`config.mk`:
```
export PLATFORM = sky130hd
export DESIGN_NAME = ict_infrared_timer
export DESIGN_NICKNAME = d
export VERILOG_FILES = /design/src/pkg/ict_pkg.sv /design/src/design/ict_carrier_gen.sv /design/src/design/ict_infrared_timer.sv /design/src/design/ict_rx_edge.sv
export SDC_FILE = /design/constraint.sdc
export NUM_CORES = 1
export LEC_CHECK = 0
export BUFFER_PORTS_ARGS = -buffer_cell sky130_fd_sc_hd__buf_4
export CAP_MARGIN = 10
export CORE_UTILIZATION = 50
export CTS_CLUSTER_DIAMETER = 150
export DETAILED_ROUTE_END_ITERATION = 8
export GPL_ROUTABILITY_DRIVEN = 0
export PLACE_DENSITY = 0.79
export SETUP_SLACK_MARGIN = 0.3
export SYNTH_ARGS = -nofsm -noshare
export SYNTH_HDL_FRONTEND = slang
export SYNTH_HIERARCHICAL = 1
export SYNTH_SLANG_ARGS = --single-unit
```
`constraint.sdc`:
```
create_clock -name i_clk -period 4.3 [get_ports i_clk]
set_clock_uncertainty 0.2 [all_clocks]
set_input_delay 0.86 -clock i_clk [delete_from_list [all_inputs] [get_ports i_clk]]
set_output_delay 0.86 -clock i_clk [all_outputs]
set_load 0.02 [all_outputs]
```
`src/pkg/ict_pkg.sv`:
```
// Shared constants, register map and types of the infrared carrier timer.
package ict_pkg;

    // ************************************************************
    // Widths.
    // ************************************************************
    localparam int ICT_TW = 16;
    localparam int ICT_AW = 8;
    localparam int ICT_DW = 32;
    localparam int ICT_CW = 8;

    // ************************************************************
    // Register byte offsets.
    // ************************************************************
    localparam logic [ICT_AW-1:0] ICT_OFS_CTRL = 8'h00;
    localparam logic [ICT_AW-1:0] ICT_OFS_STATUS = 8'h04;
    localparam logic [ICT_AW-1:0] ICT_OFS_CARRIER = 8'h08;
    localparam logic [ICT_AW-1:0] ICT_OFS_MODTIME = 8'h0c;
    localparam logic [ICT_AW-1:0] ICT_OFS_TIMER = 8'h10;
    localparam logic [ICT_AW-1:0] ICT_OFS_BURST = 8'h14;

    // ************************************************************
    // Field positions.
    // ************************************************************
    localparam int ICT_CTRL_W = 12;
    localparam int ICT_ST_TIMER_FLAG = 0;
    localparam int ICT_ST_OVF_FLAG = 1;
    localparam int ICT_ST_RX_STARTED = 2;
    localparam int ICT_CAR_HI_LSB = 8;

    // ************************************************************
    // Reset values and fixed counts.
    // ************************************************************
    localparam logic [ICT_CTRL_W-1:0] ICT_CTRL_RST = 12'h000;
    localparam logic [ICT_TW-1:0] ICT_CARRIER_RST = 16'h0000;
    localparam logic [ICT_TW-1:0] ICT_MODTIME_RST = 16'h0000;
    localparam logic [ICT_TW-1:0] ICT_TIMER_ZERO = 16'h0000;
    localparam logic [ICT_TW-1:0] ICT_TIMER_MAX = 16'hffff;
    localparam logic [ICT_TW-1:0] ICT_TIMER_ONE = 16'h0001;
    localparam logic [ICT_DW-1:0] ICT_RD_ZERO = 32'h0000_0000;

    // ************************************************************
    // Selector encodings.
    // ************************************************************
    localparam logic [1:0] ICT_ENV_OFF = 2'b00;
    localparam logic [1:0] ICT_ENV_MOD = 2'b01;
    localparam logic [1:0] ICT_ENV_UNMOD = 2'b10;
    localparam logic [1:0] ICT_EDGE_FALL = 2'b00;
    localparam logic [1:0] ICT_EDGE_RISE = 2'b01;

    // ************************************************************
    // Control register layout, most significant field first.
    // ************************************************************
    typedef struct packed {
        logic timer_interrupt_enable;
        logic burst_count_mode;
        logic capture_auto_clear;
        logic fine_count_select;
        logic [1:0] capture_edge_select;
        logic [1:0] envelope_select;
        logic tx_polarity;
        logic modulation_bit;
        logic direction_select;
        logic module_enable;
    } ict_ctrl_t;

    // ************************************************************
    // Edge detector results.
    // ************************************************************
    typedef struct packed {
        logic level;
        logic rise;
        logic fall;
    } ict_edge_t;

endpackage : ict_pkg

```
`src/design/ict_carrier_gen.sv`:
```
// Carrier generator: high and low phase lengths counted in base clock pulses.
module ict_carrier_gen #(
    parameter int CW = 8
) (
    // Clock and reset.
    input wire logic i_clk,
    input wire logic i_sys_rst,
    // Control.
    input wire logic i_restart,
    input wire logic i_run,
    input wire logic i_base_en,
    input wire logic [CW-1:0] i_high_len,
    input wire logic [CW-1:0] i_low_len,
    // Carrier.
    output logic o_level,
    output logic o_tick
);
    import ict_pkg::*;

    logic [CW-1:0] phase_cnt;
    wire [CW-1:0] phase_lim = o_level ? i_high_len : i_low_len;
    wire phase_end = i_run & i_base_en & (phase_cnt == phase_lim);

    always_ff @(posedge i_clk or posedge i_sys_rst) begin
        if (i_sys_rst) begin
            phase_cnt <= '0;
            o_level <= 1'b1;
            o_tick <= 1'b0;
        end else if (i_restart) begin
            phase_cnt <= '0;
            o_level <= 1'b1;
            o_tick <= 1'b0;
        end else begin
            o_tick <= phase_end & ~o_level;
            if (phase_end) begin
                phase_cnt <= '0;
                o_level <= ~o_level;
            end else if (i_run & i_base_en) begin
                phase_cnt <= phase_cnt + 1'b1;
            end
        end
    end

endmodule : ict_carrier_gen

```
`src/design/ict_infrared_timer.sv`:
```
// Infrared carrier timer top: register slave, transmit modulator, receive capture.

// Contract
// - Enabled transmit pin idles at polarity level.
// - Data one sends carrier, inverted by polarity.
// - Data zero holds pin at idle level, except with envelope select 10b.
// - Transmit starts on enable and transmit direction.
// - Settings sampled at start and each reload.
// - Down count; at zero reload, sample, flag.
// - Each interval lasts modulation time plus one.
// - Envelope select 01b/10b drives envelope pin.
// - Envelope pin is data xor polarity.
// - Envelope 01b modulated, 10b unmodulated carrier.
// - Edge select picks qualified receive edges.
// - Receive counts up from zero after event.
// - Fine select counts base clock, else carriers.
// - Event stores pin level into modulation bit.
// - Event copies timer into modulation time.
// - Event clears timer only with auto clear.
// - Receive wrap before event sets overflow flag.
// - Receive runs until direction or enable change.
// - Burst mode zero keeps standard capture.
module ict_infrared_timer #(
    parameter int BASE_DIV = 1
) (
    // Clock and reset.
    input wire logic i_clk,
    input wire logic i_sys_rst,
    // Avalon-MM slave.
    input wire logic [ict_pkg::ICT_AW-1:0] i_avs_address,
    input wire logic i_avs_read,
    input wire logic i_avs_write,
    input wire logic [ict_pkg::ICT_DW-1:0] i_avs_writedata,
    input wire logic [3:0] i_avs_byteenable,
    output logic [ict_pkg::ICT_DW-1:0] o_avs_readdata,
    output logic o_avs_waitrequest,
    // Infrared pins.
    input wire logic i_infrared_receive_pin,
    output logic o_infrared_transmit_pin,
    output logic o_envelope_out_pin,
    // Interrupt request.
    output logic o_irq
);
    import ict_pkg::*;

    // ************************************************************
    // State.
    // ************************************************************
    ict_ctrl_t ctrl;
    logic [ICT_TW-1:0] carrier_setting;
    logic [ICT_TW-1:0] modulation_time;
    logic [ICT_TW-1:0] infrared_timer_value;
    logic [ICT_TW-1:0] burst_pulses;
    logic [ICT_TW-1:0] car_s;
    logic data_s;
    logic pol_s;
    logic timer_flag;
    logic timer_overflow_flag;
    logic rx_started;
    logic tx_run_q;
    logic rx_run_q;
    logic rd_done;
    logic [ICT_DW-1:0] rd_mux;

    logic [ICT_TW-1:0] next_timer;
    logic next_tx_pin;
    logic next_env_pin;

    // ************************************************************
    // Base clock divider.
    // ************************************************************
    localparam int DIV_W = (BASE_DIV > 1) ? $clog2(BASE_DIV) : 1;
    localparam logic [DIV_W-1:0] DIV_LAST = DIV_W'(BASE_DIV - 1);
    logic [DIV_W-1:0] div_cnt;
    wire base_en = (div_cnt == DIV_LAST);

    always_ff @(posedge i_clk or posedge i_sys_rst) begin
        if (i_sys_rst) begin
            div_cnt <= '0;
        end else if (base_en) begin
            div_cnt <= '0;
        end else begin
            div_cnt <= div_cnt + 1'b1;
        end
    end

    // ************************************************************
    // Bus decode.
    // ************************************************************
    wire sel_ctrl = (i_avs_address == ICT_OFS_CTRL);
    wire sel_status = (i_avs_address == ICT_OFS_STATUS);
    wire sel_carrier = (i_avs_address == ICT_OFS_CARRIER);
    wire sel_modtime = (i_avs_address == ICT_OFS_MODTIME);
    wire sel_timer = (i_avs_address == ICT_OFS_TIMER);
    wire sel_burst = (i_avs_address == ICT_OFS_BURST);
    wire wr_ctrl = i_avs_write & sel_ctrl;
    wire wr_status = i_avs_write & sel_status;
    wire wr_carrier = i_avs_write & sel_carrier;
    wire wr_modtime = i_avs_write & sel_modtime;

    function automatic logic [ICT_DW-1:0] merge_bytes(
        input logic [ICT_DW-1:0] old_v,
        input logic [ICT_DW-1:0] new_v,
        input logic [3:0] be
    );
        logic [ICT_DW-1:0] res;
        res = old_v;
        for (int b = 0; b < 4; b++) begin
            if (be[b]) begin
                res[b*8 +: 8] = new_v[b*8 +: 8];
            end
        end
        return res;
    endfunction : merge_bytes

    wire [ICT_DW-1:0] ctrl_wide = {{(ICT_DW-ICT_CTRL_W){1'b0}}, ctrl};
    wire [ICT_DW-1:0] ctrl_merged = merge_bytes(ctrl_wide, i_avs_writedata, i_avs_byteenable);
    wire [ICT_DW-1:0] car_merged = merge_bytes({16'h0000, carrier_setting},
                                               i_avs_writedata, i_avs_byteenable);
    wire [ICT_DW-1:0] mt_merged = merge_bytes({16'h0000, modulation_time},
                                              i_avs_writedata, i_avs_byteenable);
    wire [ICT_DW-1:0] clr_mask = i_avs_byteenable[0] ? i_avs_writedata : ICT_RD_ZERO;
    wire clr_timer_flag = wr_status & clr_mask[ICT_ST_TIMER_FLAG];
    wire clr_ovf_flag = wr_status & clr_mask[ICT_ST_OVF_FLAG];

    // ************************************************************
    // Operating state.
    // ************************************************************
    wire tx_run = ctrl.module_enable & ctrl.direction_select;
    wire rx_run = ctrl.module_enable & ~ctrl.direction_select;
    wire tx_start = tx_run & ~tx_run_q;
    wire rx_start = rx_run & ~rx_run_q;
    wire tx_active = tx_run & ~tx_start;
    wire rx_active = rx_run & ~rx_start;

    // ************************************************************
    // Carrier and receive edge.
    // ************************************************************
    logic car_level;
    logic car_tick;
    ict_edge_t rx_edge;
    wire [ICT_TW-1:0] car_use = tx_run ? car_s : carrier_setting;

    ict_carrier_gen #(
        .CW(ICT_CW)
    ) u_carrier (
        .i_clk(i_clk),
        .i_sys_rst(i_sys_rst),
        .i_restart(tx_start | rx_start),
        .i_run(ctrl.module_enable),
        .i_base_en(base_en),
        .i_high_len(car_use[ICT_CAR_HI_LSB +: ICT_CW]),
        .i_low_len(car_use[ICT_CW-1:0]),
        .o_level(car_level),
        .o_tick(car_tick)
    );

    ict_rx_edge u_rx_edge (
        .i_clk(i_clk),
        .i_sys_rst(i_sys_rst),
        .i_pin(i_infrared_receive_pin),
        .o_edge(rx_edge)
    );

    // ************************************************************
    // Event qualification.
    // ************************************************************
    wire edge_hit = (ctrl.capture_edge_select == ICT_EDGE_FALL) ? rx_edge.fall :
                    (ctrl.capture_edge_select == ICT_EDGE_RISE) ? rx_edge.rise :
                    (rx_edge.rise | rx_edge.fall);
    wire qual = rx_active & edge_hit;
    wire capture = qual & rx_started & ~ctrl.burst_count_mode;
    wire burst_hit = qual & ctrl.burst_count_mode;
    wire cnt_tick = ctrl.fine_count_select ? base_en : car_tick;
    wire timer_zero = (infrared_timer_value == ICT_TIMER_ZERO);
    wire timer_full = (infrared_timer_value == ICT_TIMER_MAX);
    wire tx_reload = tx_active & car_tick & timer_zero;
    wire rx_wrap = rx_active & rx_started & cnt_tick & timer_full & ~qual;
    wire clear_on_event = ~rx_started | (ctrl.capture_auto_clear & capture);

    // ************************************************************
    // Timer next value.
    // ************************************************************
    always_comb begin
        next_timer = infrared_timer_value;
        if (tx_start) begin
            next_timer = modulation_time;
        end else if (tx_active & car_tick) begin
            if (timer_zero) begin
                next_timer = modulation_time;
            end else begin
                next_timer = infrared_timer_value - ICT_TIMER_ONE;
            end
        end else if (rx_start) begin
            next_timer = ICT_TIMER_ZERO;
        end else if (rx_active) begin
            if (qual & clear_on_event) begin
                next_timer = ICT_TIMER_ZERO;
            end else if (rx_started & cnt_tick) begin
                next_timer = infrared_timer_value + ICT_TIMER_ONE;
            end
        end
    end

    // ************************************************************
    // Pin levels.
    // ************************************************************
    wire car_out = car_level ^ pol_s;
    wire mod_out = data_s ? car_out : pol_s;
    wire env_on = (ctrl.envelope_select == ICT_ENV_MOD) |
                  (ctrl.envelope_select == ICT_ENV_UNMOD);

    always_comb begin
        next_tx_pin = 1'b0;
        next_env_pin = 1'b0;
        if (!ctrl.module_enable) begin
            next_tx_pin = 1'b0;
            next_env_pin = 1'b0;
        end else if (tx_active) begin
            case (ctrl.envelope_select)
                ICT_ENV_UNMOD: begin
                    next_tx_pin = car_out;
                end
                ICT_ENV_MOD: begin
                    next_tx_pin = mod_out;
                end
                ICT_ENV_OFF: begin
                    next_tx_pin = mod_out;
                end
                default: begin
                    next_tx_pin = mod_out;
                end
            endcase
            next_env_pin = env_on & (data_s ^ pol_s);
        end else begin
            next_tx_pin = ctrl.tx_polarity;
            next_env_pin = 1'b0;
        end
    end

    // ************************************************************
    // Run tracking and transmit sampling.
    // ************************************************************
    always_ff @(posedge i_clk or posedge i_sys_rst) begin
        if (i_sys_rst) begin
            tx_run_q <= 1'b0;
            rx_run_q <= 1'b0;
            car_s <= ICT_CARRIER_RST;
            data_s <= 1'b0;
            pol_s <= 1'b0;
        end else begin
            tx_run_q <= tx_run;
            rx_run_q <= rx_run;
            if (tx_start | tx_reload) begin
                car_s <= carrier_setting;
                data_s <= ctrl.modulation_bit;
                pol_s <= ctrl.tx_polarity;
            end
        end
    end

    // ************************************************************
    // Timer, capture and burst counting.
    // ************************************************************
    always_ff @(posedge i_clk or posedge i_sys_rst) begin
        if (i_sys_rst) begin
            infrared_timer_value <= ICT_TIMER_ZERO;
            rx_started <= 1'b0;
            burst_pulses <= ICT_TIMER_ZERO;
        end else begin
            infrared_timer_value <= next_timer;
            if (rx_start | ~rx_run) begin
                rx_started <= 1'b0;
            end else if (qual) begin
                rx_started <= 1'b1;
            end
            if (rx_start) begin
                burst_pulses <= ICT_TIMER_ZERO;
            end else if (burst_hit) begin
                burst_pulses <= burst_pulses + ICT_TIMER_ONE;
            end
        end
    end

    // ************************************************************
    // Software registers; hardware capture wins over a write.
    // ************************************************************
    always_ff @(posedge i_clk or posedge i_sys_rst) begin
        if (i_sys_rst) begin
            ctrl <= ICT_CTRL_RST;
            carrier_setting <= ICT_CARRIER_RST;
            modulation_time <= ICT_MODTIME_RST;
        end else begin
            if (wr_ctrl) begin
                ctrl <= ict_ctrl_t'(ctrl_merged[ICT_CTRL_W-1:0]);
            end
            if (capture) begin
                ctrl.modulation_bit <= rx_edge.rise;
            end
            if (wr_carrier) begin
                carrier_setting <= car_merged[ICT_TW-1:0];
            end
            if (capture) begin
                modulation_time <= infrared_timer_value;
            end else if (wr_modtime) begin
                modulation_time <= mt_merged[ICT_TW-1:0];
            end
        end
    end

    // ************************************************************
    // Sticky flags; a set in the clearing cycle wins.
    // ************************************************************
    always_ff @(posedge i_clk or posedge i_sys_rst) begin
        if (i_sys_rst) begin
            timer_flag <= 1'b0;
            timer_overflow_flag <= 1'b0;
        end else begin
            if (tx_reload) begin
                timer_flag <= 1'b1;
            end else if (clr_timer_flag) begin
                timer_flag <= 1'b0;
            end
            if (rx_wrap) begin
                timer_overflow_flag <= 1'b1;
            end else if (clr_ovf_flag) begin
                timer_overflow_flag <= 1'b0;
            end
        end
    end

    assign o_irq = ctrl.timer_interrupt_enable &
                   (timer_flag | timer_overflow_flag);

    // ************************************************************
    // Read path and pin outputs.
    // ************************************************************
    wire [ICT_DW-1:0] status_word = {29'h0000_0000, rx_started,
                                     timer_overflow_flag, timer_flag};

    assign rd_mux = sel_ctrl ? ctrl_wide :
                    sel_status ? status_word :
                    sel_carrier ? {16'h0000, carrier_setting} :
                    sel_modtime ? {16'h0000, modulation_time} :
                    sel_timer ? {16'h0000, infrared_timer_value} :
                    sel_burst ? {16'h0000, burst_pulses} :
                    ICT_RD_ZERO;

    assign o_avs_waitrequest = i_avs_read & ~rd_done;

    always_ff @(posedge i_clk or posedge i_sys_rst) begin
        if (i_sys_rst) begin
            rd_done <= 1'b0;
            o_avs_readdata <= ICT_RD_ZERO;
            o_infrared_transmit_pin <= 1'b0;
            o_envelope_out_pin <= 1'b0;
        end else begin
            rd_done <= i_avs_read & ~rd_done;
            if (i_avs_read & ~rd_done) begin
                o_avs_readdata <= rd_mux;
            end
            o_infrared_transmit_pin <= next_tx_pin;
            o_envelope_out_pin <= next_env_pin;
        end
    end

endmodule : ict_infrared_timer

```
`src/design/ict_rx_edge.sv`:
```
// Receive pin synchroniser and edge detector.
module ict_rx_edge (
    // Clock and reset.
    input wire logic i_clk,
    input wire logic i_sys_rst,
    // Pin.
    input wire logic i_pin,
    // Result.
    output ict_pkg::ict_edge_t o_edge
);
    import ict_pkg::*;

    logic sync1;
    logic sync2;
    logic prev;

    always_ff @(posedge i_clk or posedge i_sys_rst) begin
        if (i_sys_rst) begin
            sync1 <= 1'b1;
            sync2 <= 1'b1;
            prev <= 1'b1;
        end else begin
            sync1 <= i_pin;
            sync2 <= sync1;
            prev <= sync2;
        end
    end

    assign o_edge.level = sync2;
    assign o_edge.rise = sync2 & ~prev;
    assign o_edge.fall = ~sync2 & prev;

endmodule : ict_rx_edge

```
# == After elaboration in Yosys (flattened, before gate mapping) ==
# Index checks and enable logic that the tools add are counted.
# totals
in_bits,49
regBits,148
elab_cells,176
# classes
n_addsub,5
mux,47
eq_ne,10
n_reduce_logical,23
bitwise_logic,56
# op_table
operator,n
16-bit 2-to-1 mux,18
8-bit 2-to-1 mux,6
1-bit AND,33
16-bit by 1-bit adder with 16-bit output (second input constant),2
1-bit 2-to-1 mux,20
2-bit nonzero test,9
16-bit == test (second input constant),1
8-bit by 4-bit == test with 1-bit output (second input constant),2
8-bit by 5-bit == test with 1-bit output (second input constant),2
16-bit zero test,1
2-bit AND reduction,8
16-bit by 1-bit subtractor with 16-bit output (second input constant),1
1-bit NOT,14
8-bit by 1-bit adder with 8-bit output (second input constant),1
8-bit by 3-bit == test with 1-bit output (second input constant),1
8-bit == test,1
8-bit zero test,1
1-bit bitwise OR,7
3-bit 2-to-1 mux,2
5-bit nonzero test,1
2-bit by 1-bit == test with 1-bit output (second input constant),2
4-bit nonzero test,1
3-bit nonzero test,1
2-bit == test (second input constant),1
4 further kinds,5

# == Logic depth before layout (Yosys ltp) ==
# logic_depth
word_depth,16
depth_mapped,10
ltp_nobuf,9

# == Modules after synthesis ==
# The synthesis kept the hierarchy.
# modules_own_cells
mod,n_inst,seq_area_each_um2,area_per_inst_um2,cells_per_inst
ict_infrared_timer,1,2952.8,6794.0,713
ict_carrier_gen,1,251.5,653.1,66
ict_rx_edge,1,78.8,105.1,7

# == Least setup slack after synthesis ==
# No wires, ideal clock.
# synth_timing
path_kind,in2reg
start,input i_avs_address[2] (netlist bit)
end,register ctrl[10] (netlist bit)
arrival_ps,2581
t_required_ps,3975
path_stages,6
slack_ps,1394
setup_ps,125
cell_sequence,clkbuf_1 > or4_1 > nor2_1 > and3_1 > clkbuf_1 > mux2_2
# synth_between
elab_chain_cells,3
# synth_lines
item,line_no,source
"start, declared",ict_infrared_timer.sv:30,"input wire logic [ict_pkg::ICT_AW-1:0] i_avs_address,"
8-bit zero test,ict_infrared_timer.sv:90,wire sel_ctrl = (i_avs_address == ICT_OFS_CTRL);
1-bit AND,ict_infrared_timer.sv:96,wire wr_ctrl = i_avs_write & sel_ctrl;
2-bit AND reduction (no source line),--,
"end signal, assigned",ict_infrared_timer.sv:295,ctrl <= ict_ctrl_t'(ctrl_merged[ICT_CTRL_W-1:0]);
"end, declared",ict_infrared_timer.sv:49,ict_ctrl_t ctrl;
# No other way between the ends.
# A chain may end at the register's enable or synchronous reset.

# == Worst setup path after layout ==
# layout_timing
start,register ctrl[0] (netlist bit)
end,register u_carrier.phase_cnt[7]
# layout_between
elab_chain_cells,7
elab_cells_between_ends,13
classes_between,1 x eq/ne; 4 x mux; 7 x bitwise; 1 x reduce/logical
# layout_lines
item,line_no,source
1-bit AND (*),ict_infrared_timer.sv:129,wire tx_run = ctrl.module_enable & ctrl.direction_select;
named net tx_run,ict_infrared_timer.sv:129,
16-bit 2-to-1 mux (*),ict_infrared_timer.sv:142,wire [ICT_TW-1:0] car_use = tx_run ? car_s : carrier_setting;
named net car_use[0],ict_infrared_timer.sv:142,
8-bit 2-to-1 mux (*),ict_carrier_gen.sv:21,wire [CW-1:0] phase_lim = o_level ? i_high_len : i_low_len;
8-bit == test (*),ict_carrier_gen.sv:22,wire phase_end = i_run & i_base_en & (phase_cnt == phase_lim);
1-bit AND (*),ict_carrier_gen.sv:22,
8-bit 2-to-1 mux,ict_carrier_gen.sv:35,if (phase_end) begin
8-bit 2-to-1 mux,ict_carrier_gen.sv:29,end else if (i_restart) begin
"end signal, assigned",ict_carrier_gen.sv:39,phase_cnt <= phase_cnt + 1'b1;
"end, declared",ict_carrier_gen.sv:20,logic [CW-1:0] phase_cnt;
# The timed path passes the listed nets; every way through them passes the cells marked *.

==> impl_metrics.toml <==
[power]
p_sw_mw = 0.953
comb_power_share_pct = 14.5
powerDensity_nw_per_um2 = 407
seq_power_share_pct = 39.5
clkPwrFrac_pct = 46.0
p_int_mw = 2.56
switching_share_pct = 27.1
p_leak_nw = 3.91
vdd_ir_drop_max_mv = 0.286

[clock_network]
cts_buffer_depth = 2
postCtsSetupRepairBufs = 0
numCtsBuffers = 17
cts.sinks = 131
htreeDepth = 4
cts_hold_buf = 0
postCtsResizedCells = 0
cts.clk_slew.worst_paths_ps = 60
clock-root-buffer = "clkbuf_16"
clk_latency_ps = 420
tritoncts = "done"

[worst_hold_path]
hold_path_class = "reg2reg"
hold_depth = 0

[setup_path]
endpoint_kind = "flop"
cp_slowest_cell = "nand2_1"
crit_chain = "nand2_1, inv_1, o21ai_0, mux2i_1, xnor2_1, nor4_2, a41o_2, nor2_1"
slowest_delay_ps = 600
rr_worst_depth = 8
critPathRequiredTime_ps = 4410
cp_num_buf_inv = 1
cpLargestDelayFamily = "simple AND/OR/NAND/NOR gates"
arrival_ps = 3280
worstPathMaxFanout = 17
cp-start-kind = "flop"
path_class = "reg2reg"
worst-path-stages = 8

[global_route]
grt_pass1_vias = 6156
busiest_layer = "met2"
grt.met3_usage_pct = 7.86
grt_pass1_wl_mm = 34.8
use_met1_pct = 40.3
grt-ovfl-total = 0
grt_util_met2_pct = 43.5
grt_max_degree = 119
antenna_found_initial = 0
grtUsageTotal_pct = 29.3

[cells_and_area]
finalNetCount = 867
area_growth_pct = 14.3
fin_util_pct = 58.9
antennaDiodeCount = 0
drive_gt1_share_pct = 21.6
fillers = 1253

[sta]
worst_pin_slew_ps = 904
setup_viol = 0
period_needed_ps = 3170
hold_violations = 0
tns_ps = 0
slew_violations = 0
period_share_pct = 73.8
slew_headroom_pct = 39.5
max_freq_mhz = 315
rsz0062_at_grt = "no"

[routing]
wl_per_cell_um = 21.3
vias = 6352
drt_pre_antenna_iters = 8
postRouteAntennaNets = 0
via_per_inst = 6.30
drt_iter0_drc = 1098
wl_mm = 21.5
drc = 15

[die]
core-area_sq_um = 14600
start_util_pct = 51.5
rows = 44
chipWidth_um = 125
fp.dieH_um = 125
dieArea_sq_um = 15600
pin_count = 85

[job]
drv_cap = 0

[logic_synthesis]
ys_warn_count = 6
synth_area_sq_um = 7540
avgSynthCellArea_sq_um = 9.61
postSynthCellCount = 785

[placed_design]
portBuffers = 50
dp_hpwl_mm = 14.9

[outcome]
status = "complete, but fails checks"
violations = "DRC"
==> worst paths after layout <==
check,startpoint,endpoint,slack [ps]
worst max-delay path,ctrl[0]$_DFFE_PP0P_,u_carrier/phase_cnt[7]$_DFFE_PP0P_,1130
worst min-delay path,u_rx_edge/sync1$_DFF_PP1_,u_rx_edge/sync2$_DFF_PP1_,160
worst max register to register,ctrl[0]$_DFFE_PP0P_,u_carrier/phase_cnt[7]$_DFFE_PP0P_,1130
worst min register to register,u_rx_edge/sync1$_DFF_PP1_,u_rx_edge/sync2$_DFF_PP1_,160
max in group asynchronous,i_sys_rst,modulation_time[2]$_DFFE_PP0P_,2950
min in group asynchronous,i_sys_rst,u_carrier/phase_cnt[1]$_DFFE_PP0P_,260
==> layout by cell type, fill, tap and decap left out, drive strengths merged, types with 5 or more instances in the layout <==
master / instances
dfrtp: 127
nor2: 78
nand2: 67
buf: 63
mux2: 59
o21ai: 48
a21oi: 39
mux2i: 28
xor2: 21
a22oi: 20
clkbuf: 20
xnor2: 19
nand3: 19
conb: 17
inv: 15
nor3: 12
and3: 11
nor4: 11
a221oi: 10
nand4: 9
o31ai: 8
and2: 8
or4: 7
or3: 7
nor2b: 6
o21a: 6
a31oi: 6
ha: 6
and4: 5
nand2b: 5
clkinvlp: 5
o22ai: 5
a21o: 5
bufinv: 5
==> per-layer routing <==
metal,up-vias,wire (um)
met5,-,0
met4,0,733
met3,66,2390
met2,371,9410
met1,3065,8980
li1,2850,-
==> state kept, by name, indices dropped and copies added (netlist names), 8 cells and up <==
name                  count
burst_pulses             16
car_s                    16
u_carrier/phase_cnt       8
ctrl                     12
modulation_time          16
infrared_timer_value     16
carrier_setting          16
o_avs_readdata           16
==> power groups by stage <==
| stage | clock network (mW) | registers (mW) | logic (mW) |
|---|---|---|---|
| 2_1_floorplan | 0 | 1.34 | 0.427 |
| 3_3_place_gp | 0 | 1.40 | 0.481 |
| 3_5_place_dp | 0 | 1.40 | 0.493 |
| 4_1_cts | 1.64 | 1.38 | 0.500 |
| 5_1_grt | 1.69 | 1.40 | 0.557 |
| 6_report | 1.62 | 1.39 | 0.508 |
==> per-stage QoR <==
step | hold slack, ps | instance area, sq um | cells | worst slack [ps] | power [mW]
6_report | 156 | 8620 | 1009 | 1130 | 3.51
5_1_grt | 164 | 8620 | 1009 | 974 | 3.64
4_1_cts | 157 | 8620 | 1009 | 1240 | 3.52
3_5_place_dp | 149 | 7970 | 977 | 898 | 1.90
3_3_place_gp | 147 | 7970 | 977 | 894 | 1.88
2_1_floorplan | 145 | 7600 | 800 | 1390 | 1.77
==> area by class of cell <==
type | instances | area, sq um | share of cell area (%)
multi-input cells | 584 | 3910 | 45.3
flip-flops and latches | 131 | 3280 | 38.1
repair buffers | 63 | 485 | 5.63
clock buffers | 20 | 457 | 5.30
well taps | 184 | 230 | 2.67
clock inverters | 12 | 203 | 2.35
inverters | 15 | 60.1 | 0.696
Note: power is estimated with default switching activity, not from simulation.
